## src/common/dcrs_map.svh

```systemverilog
`ifndef DCRS_MAP_SVH
`define DCRS_MAP_SVH

// Register offsets on the plain register port
`define DCRS_OFF_REQ_SEL 4'h0
`define DCRS_OFF_CTRL 4'h1
`define DCRS_OFF_STATUS 4'h2

// Field positions and reset values
`define DCRS_FORCE_BIT 15
`define DCRS_NUM_MSB 7
`define DCRS_CTRL_EN_BIT 0
`define DCRS_REQ_RESET 16'h0000
`define DCRS_NUM_RESET 8'h00
`define DCRS_ZERO16 16'h0000
`define DCRS_ZERO7 7'h00

// Status register bit positions
`define DCRS_ST_BUSY 0
`define DCRS_ST_PEND 1
`define DCRS_ST_FORCED 2
`define DCRS_ST_SEL_VALID 3

// Request source numbers
`define DCRS_REQ_EXT_EXTERNAL_INTERRUPT_ZERO 8'h00
`define DCRS_REQ_CAPTURE1 8'h01
`define DCRS_REQ_COMPARE1 8'h02
`define DCRS_REQ_CAPTURE2 8'h05
`define DCRS_REQ_COMPARE2 8'h06
`define DCRS_REQ_TIMER2 8'h07
`define DCRS_REQ_TIMER3 8'h08
`define DCRS_REQ_SYNC1_DONE 8'h0A
`define DCRS_REQ_SERIAL1_RX 8'h0B
`define DCRS_REQ_SERIAL1_TX 8'h0C
`define DCRS_REQ_CONV1_DONE 8'h0D
`define DCRS_REQ_COMPARE3 8'h19
`define DCRS_REQ_COMPARE4 8'h1A
`define DCRS_REQ_TIMER4 8'h1B
`define DCRS_REQ_TIMER5 8'h1C
`define DCRS_REQ_SERIAL2_RX 8'h1E
`define DCRS_REQ_SERIAL2_TX 8'h1F
`define DCRS_REQ_SYNC2_DONE 8'h21
`define DCRS_REQ_CAN_RX 8'h22
`define DCRS_REQ_CAPTURE3 8'h25
`define DCRS_REQ_CAPTURE4 8'h26
`define DCRS_REQ_CAN_TX 8'h46

// Event input vector: width and index of the two CAN sources
`define DCRS_NUM_SRC 22
`define DCRS_IDX_CAN_RX 18
`define DCRS_IDX_CAN_TX 21

`endif

```

## src/common/dcrs_pkg.sv

```systemverilog
`default_nettype none

package dcrs_pkg;

    typedef enum logic [0:0] {
        DCRS_IDLE = 1'b0,
        DCRS_BUSY = 1'b1
    } dcrs_state_t;

    typedef logic [7:0] dcrs_req_num_t;

endpackage

`default_nettype wire

```

## src/dcrs_channel.sv

```systemverilog
// Operation
// - Writing force bit one forces one transfer
// - Force clear: only selected peripheral starts transfers
// - Writing zero to force bit does nothing
// - Hardware clears force on completion or disable
// - Low byte holds read-write request number
// - Numbers 01, 05 select capture one, two
// - Numbers 25, 26 select capture three, four
// - Numbers 02, 06 select compare one, two
// - Numbers 19, 1A select compare three, four
// - Numbers 07, 08 select timers two, three
// - Numbers 1B, 1C select timers four, five
// - Numbers 0B, 0C select serial one rx, tx
// - Numbers 1E, 1F select serial two rx, tx
// - Numbers 0A, 21 select synchronous port done
// - 0D selects converter done, 00 interrupt zero
// - 22, 46 select CAN events if present
//
// The register offsets and the address-and-strobe port were left to the implementer.
`include "dcrs_map.svh"

`default_nettype none

module dcrs_channel #(
    parameter bit HAS_CAN = 1'b1,
    parameter int NUM_SRC = `DCRS_NUM_SRC
) (
    // Clock and reset
    input wire logic sys_clk,
    input wire logic rst,
    // Register port
    input wire logic [3:0] reg_addr,
    input wire logic [15:0] reg_wdata,
    input wire logic reg_wr,
    input wire logic reg_rd,
    output logic [15:0] reg_rdata,
    // Peripheral request events, one-cycle pulses
    input wire logic [NUM_SRC-1:0] periph_evt,
    // Transfer engine handshake
    output logic xfer_start,
    output logic xfer_forced,
    output logic xfer_busy,
    input wire logic xfer_done
);

    // Request number for each entry of the event vector
    localparam logic [7:0] SRC_CODE [0:`DCRS_NUM_SRC-1] = '{
        `DCRS_REQ_EXT_EXTERNAL_INTERRUPT_ZERO,
        `DCRS_REQ_CAPTURE1,
        `DCRS_REQ_COMPARE1,
        `DCRS_REQ_CAPTURE2,
        `DCRS_REQ_COMPARE2,
        `DCRS_REQ_TIMER2,
        `DCRS_REQ_TIMER3,
        `DCRS_REQ_SYNC1_DONE,
        `DCRS_REQ_SERIAL1_RX,
        `DCRS_REQ_SERIAL1_TX,
        `DCRS_REQ_CONV1_DONE,
        `DCRS_REQ_COMPARE3,
        `DCRS_REQ_COMPARE4,
        `DCRS_REQ_TIMER4,
        `DCRS_REQ_TIMER5,
        `DCRS_REQ_SERIAL2_RX,
        `DCRS_REQ_SERIAL2_TX,
        `DCRS_REQ_SYNC2_DONE,
        `DCRS_REQ_CAN_RX,
        `DCRS_REQ_CAPTURE3,
        `DCRS_REQ_CAPTURE4,
        `DCRS_REQ_CAN_TX
    };

    dcrs_pkg::dcrs_state_t state_reg;
    dcrs_pkg::dcrs_req_num_t req_num_reg;
    logic force_reg;
    logic chan_en_reg;
    logic auto_pend_reg;
    logic forced_xfer_reg;
    logic xfer_start_reg;
    logic busy_reg;
    logic [15:0] rdata_reg;

    logic [NUM_SRC-1:0] src_hit;
    logic [NUM_SRC-1:0] src_avail;
    logic sel_valid;
    logic sel_evt;
    logic wr_req;
    logic wr_ctrl;
    logic force_set;
    logic force_done;
    logic start_now;

    assign wr_req = reg_wr && (reg_addr == `DCRS_OFF_REQ_SEL);
    assign wr_ctrl = reg_wr && (reg_addr == `DCRS_OFF_CTRL);

    // Request number decode, one comparator per source
    genvar gi;
    generate
        for (gi = 0; gi < NUM_SRC; gi = gi + 1) begin : g_src
            if (gi == `DCRS_IDX_CAN_RX || gi == `DCRS_IDX_CAN_TX) begin : g_can
                assign src_avail[gi] = HAS_CAN;
            end else begin : g_std
                assign src_avail[gi] = 1'b1;
            end
            assign src_hit[gi] = src_avail[gi] && (req_num_reg == SRC_CODE[gi]);
        end
    endgenerate

    // No hit means no automatic source at all
    assign sel_valid = |src_hit;
    assign sel_evt = |(src_hit & periph_evt);

    // Only a written one sets the force bit; a written zero is ignored
    assign force_set = wr_req && reg_wdata[`DCRS_FORCE_BIT];
    assign force_done = (state_reg == dcrs_pkg::DCRS_BUSY) && xfer_done && forced_xfer_reg;

    assign start_now = (state_reg == dcrs_pkg::DCRS_IDLE) && chan_en_reg &&
                       (force_reg || auto_pend_reg);

    // Request number field
    always_ff @(posedge sys_clk) begin
        if (rst) begin
            req_num_reg <= `DCRS_NUM_RESET;
        end else if (wr_req) begin
            req_num_reg <= reg_wdata[`DCRS_NUM_MSB:0];
        end
    end

    // Channel enable
    always_ff @(posedge sys_clk) begin
        if (rst) begin
            chan_en_reg <= 1'b0;
        end else if (wr_ctrl) begin
            chan_en_reg <= reg_wdata[`DCRS_CTRL_EN_BIT];
        end
    end

    // Force bit: a new set wins over completion, disable clears at once
    always_ff @(posedge sys_clk) begin
        if (rst) begin
            force_reg <= 1'b0;
        end else if (!chan_en_reg) begin
            force_reg <= 1'b0;
        end else if (force_set) begin
            force_reg <= 1'b1;
        end else if (force_done) begin
            force_reg <= 1'b0;
        end
    end

    // Latched automatic request, ignored while manual mode is active
    always_ff @(posedge sys_clk) begin
        if (rst) begin
            auto_pend_reg <= 1'b0;
        end else if (!chan_en_reg || force_reg) begin
            auto_pend_reg <= 1'b0;
        end else if (sel_evt) begin
            auto_pend_reg <= 1'b1;
        end else if (start_now) begin
            auto_pend_reg <= 1'b0;
        end
    end

    // Transfer sequencing: one start pulse, then wait for done
    always_ff @(posedge sys_clk) begin
        if (rst) begin
            state_reg <= dcrs_pkg::DCRS_IDLE;
            forced_xfer_reg <= 1'b0;
            xfer_start_reg <= 1'b0;
            busy_reg <= 1'b0;
        end else begin
            xfer_start_reg <= 1'b0;
            unique case (state_reg)
                dcrs_pkg::DCRS_IDLE: begin
                    if (start_now) begin
                        state_reg <= dcrs_pkg::DCRS_BUSY;
                        forced_xfer_reg <= force_reg;
                        xfer_start_reg <= 1'b1;
                        busy_reg <= 1'b1;
                    end
                end
                dcrs_pkg::DCRS_BUSY: begin
                    if (!chan_en_reg || xfer_done) begin
                        state_reg <= dcrs_pkg::DCRS_IDLE;
                        forced_xfer_reg <= 1'b0;
                        busy_reg <= 1'b0;
                    end
                end
            endcase
        end
    end

    // Registered read data, zero for unmapped offsets
    always_ff @(posedge sys_clk) begin
        if (rst) begin
            rdata_reg <= `DCRS_ZERO16;
        end else if (reg_rd) begin
            unique case (reg_addr)
                `DCRS_OFF_REQ_SEL: begin
                    rdata_reg <= {force_reg, `DCRS_ZERO7, req_num_reg};
                end
                `DCRS_OFF_CTRL: begin
                    rdata_reg <= `DCRS_ZERO16;
                    rdata_reg[`DCRS_CTRL_EN_BIT] <= chan_en_reg;
                end
                `DCRS_OFF_STATUS: begin
                    rdata_reg <= `DCRS_ZERO16;
                    rdata_reg[`DCRS_ST_BUSY] <= (state_reg == dcrs_pkg::DCRS_BUSY);
                    rdata_reg[`DCRS_ST_PEND] <= auto_pend_reg;
                    rdata_reg[`DCRS_ST_FORCED] <= forced_xfer_reg;
                    rdata_reg[`DCRS_ST_SEL_VALID] <= sel_valid;
                end
                default: begin
                    rdata_reg <= `DCRS_ZERO16;
                end
            endcase
        end else begin
            rdata_reg <= `DCRS_ZERO16;
        end
    end

    assign reg_rdata = rdata_reg;
    assign xfer_start = xfer_start_reg;
    assign xfer_forced = forced_xfer_reg;
    assign xfer_busy = busy_reg;

endmodule

`default_nettype wire

```

## config.mk

```make
export PLATFORM = sky130hd
export DESIGN_NAME = dcrs_channel
export DESIGN_NICKNAME = d
export VERILOG_FILES = /design/src/common/dcrs_pkg.sv /design/src/dcrs_channel.sv
export VERILOG_INCLUDE_DIRS = /design/src /design/src/common
export SDC_FILE = /design/constraint.sdc
export NUM_CORES = 1
export LEC_CHECK = 0
export ABC_AREA = 0
export BUFFER_PORTS_ARGS = -buffer_cell sky130_fd_sc_hd__buf_2
export CELL_PAD_IN_SITES_DETAIL_PLACEMENT = 0
export CELL_PAD_IN_SITES_GLOBAL_PLACEMENT = 1
export CORE_ASPECT_RATIO = 0.9
export CORE_MARGIN = 1
export CORE_UTILIZATION = 32
export DETAILED_ROUTE_END_ITERATION = 16
export PLACE_DENSITY_LB_ADDON = 0.1
export SLEW_MARGIN = 20
export SYNTH_ARGS = -nofsm -noshare
export SYNTH_HDL_FRONTEND = slang
export SYNTH_SLANG_ARGS = --single-unit
```

## constraint.sdc

```tcl
create_clock -name sys_clk -period 1.8 [get_ports sys_clk]
set_input_delay 0.45 -clock sys_clk [delete_from_list [all_inputs] [get_ports sys_clk]]
set_output_delay 0.45 -clock sys_clk [all_outputs]
set_load 0.03 [all_outputs]
```

==> impl_results.md <==
* DRT Pass-1 Iters at 4
* DR DRC count at 0
* Die span in y at between 60 and 70 um
* Largest family of logic cells by synthesized area: simple AND/OR/NAND/NOR gates
* Clk_lat worst skew at 0.26 ns
* DR vias at around 1.4k
* Critical path fanouts, max at 16
* Synth area leaders: dfxtp_1, nor2_1, buf_4
* Ys flop type: dfxtp_1
* Final Hold Fails at 0
* Area leader, netlist: dfxtp_1
* Critical path class: reg2reg
* Sw Share at 23.7%
* Post-synth design cell area at 1420 sq um
* Startpoint types: flop
* VDD IR max at 255 uV
* Initial antenna violation count at 0
* Internal power at a little under 0.8 mW
* Cell family with most CP delay: compound AO/OA/AOI/OAI gates
* Critical path arrival at 1.75 ns
* Total gr overflow at 0
* Worst Path Buf+Inv at 0
* CTS buffer count at 3
* Depth of the CTS H-tree at 1
* Post-CTS Resized at 0
* Crit share post-route at 87.2%
* Number of nets in the layout at 273
* Min-delay worst type: in2reg
* Fin. max-slew vios at 0
* Port-buffer cells at 51
* Core area at 4160 sq um
* Count of cell types in the netlist at between 40 and 50
* CP Capture Type: flop
* Gr usage total at between 10% and 20%
* Post-CTS Setup Bufs at 0
* Synth Area in Compound Gates at between 10% and 20%
* Final setup vio count at 0
* Max Root-Sink Buffers at 2
* Post-synth top cells: dfxtp_1, nor2_1, nand2_1, a21oi_1, nand3_1
* Avg WL per Cell at 12.2 um
* Initial Utilization at 34.2%
* Comb power frac at between 10% and 20%
* CTS hold repair buffers at 0
* Avg Inst Size Synth at 7.99 sq um
* Synth Area in XOR/XNOR at under 10%
* Max Clock Freq at 637 MHz
* Min Tclk post-route at 1.57 ns
* Final TNS setup at 0 ns
* Post-DP HPWL at between 2 and 3 mm
* Mux cell area share after synthesis at 7.39%
* Area delta synth->final at 23.6%
* Crit-path slowest cell: dfxtp_2
* CTS tree: yes
* Worst-path clk slew at 0.08 ns
* IO Pins at 66
* Routed WL at 3.48 mm
* Post-synth EDFFs at 0
* FP Rows at 22
* Adder-Cell Fraction of Synth Area at 0%
* Post-DR vias/cell at 4.94
* CTS sink cnt at 24
* Critical path required time at 1.98 ns
* Yosys warnings at 0
* FF+latch count, synth at 24
* P_leak at 0.709 nW
* Share of the synthesized area in the top cell type at around a third
* Starting DRT DRC Count at 51
* Vias in the first global route at approximately 1.3k
* Clk Tree Root Cell: clkbuf_8
* Sequential share of power at 52.4%
* Largest net degree at the start of global routing at 18
* First-pass GRT wire length at 5.79 mm
* Status: finished, final reports clean
* Max FFs per register at 9
* Synth Area in Simple Gates at between 20% and 30%
* Crit path cell chain: nor4b_4, nand2_2, o211ai_2, o211ai_1, a311oi_1
* Leading cell type by number of instances after synthesis: dfxtp_1
* Share of post-route cells with drive strength above 1 at between 30 and 40%
* PwrDens at 585 nW/um^2
* Final Power at around 1 mW
* RSZ-0062 raised after global routing: no
* Final clock skew at ~0.0031 ns
* FFs w/ async S/R, synth at 0%
* Die area at around 4700 sq um
* Number of antenna diodes at 0
* Die width at 72.3 um
* Clock power frac at 35.4%
* Max cap viols at 0
* Mapped Cells at roughly 180
* Sequential-to-total area share from yosys stat at between 30% and 40%
* ANT nets after route at 0
* Net Sw Power at 0.244 mW
* Slowest stage delay, CP at 0.42 ns
* Routability Congestion at 0.801
==> power by group through the flow <==
stage | clock network (mW) | logic (mW) | registers [mW]
after detailed placement | 0 | 0.126 | 0.551
after global routing | 0.391 | 0.139 | 0.540
after floorplan | 0 | 0.0819 | 0.549
after CTS | 0.375 | 0.127 | 0.539
final | 0.364 | 0.126 | 0.539
after global placement | 0 | 0.124 | 0.551
==> cell families after synthesis <==
family / Yosys count
multiplexers: 10
AO/OA/AOI/OAI: 39
other: 1
flip-flops: 24
buffers and inverters: 26
XOR/XNOR: 2
AND/OR/NAND/NOR: 76
==> per-stage QoR <==
stage               hold slack, ns  util [%]  worst slack (ns)  cells  instance area (sq um)
floorplan                    0.451         -             0.206    184                   1440
global placement             0.442      40.9             0.145    281                   1700
detailed placement           0.448      40.9             0.126    281                   1700
CTS                          0.376      42.2             0.106    285                   1760
global route                 0.376      42.3            0.0725    285                   1760
finish                       0.386      42.3             0.230    285                   1760
==> layer usage <==
metal | wire length, um | GRT usage, % | vias to the layer above
met5 | 0 | 0 | -
met4 | 19 | 3.68 | 0
met3 | 161 | 3.22 | 2
met2 | 1610 | 25.7 | 39
met1 | 1690 | 21.5 | 648
li1 | - | - | 719
==> layout by cell type, fill, tap and decap left out, types with 2 or more instances in the layout <==
cell      netlist  routed
buf_2           5      51
nand2b_1        3       3
a311oi_1        2       2
a211oi_1        6       6
nand3b_1        5       5
nand2_1        14      14
nor4_1          2       2
buf_4           9       7
dfxtp_1        24      23
nor3_1          4       4
nand3_1        12      12
a21oi_1        13      13
nor2_1         19      19
and2_1          5       5
mux2_2          4       4
nand4b_1        2       2
xor2_1          2       2
inv_1           5       5
o21ai_0         4       4
a31oi_1         6       6
conb_1          1       7
clkbuf_8        0       4
mux2i_1         6       6
==> final cells by class <==
type	count	area [sq um]
repair buffers	58	308
clock buffers	4	55.1
inverters	5	18.8
flip-flops and latches	24	482
multi-input cells	134	818
well taps	60	75.1
fillers	436	2400
==> path summary, 6_finish.rpt <==
path                  startpoint           end  slack, ns  cells after the start
setup / recovery  req_num_reg[5]  reg_rdata[3]       0.23                      5
hold / removal       reg_addr[2]  reg_rdata[0]       0.39                      2
setup reg to reg  req_num_reg[5]  reg_rdata[3]       0.23                      5
hold reg to reg        xfer_busy     xfer_busy       0.46                      2
No activity file was read; power rests on OpenSTA's default activity.
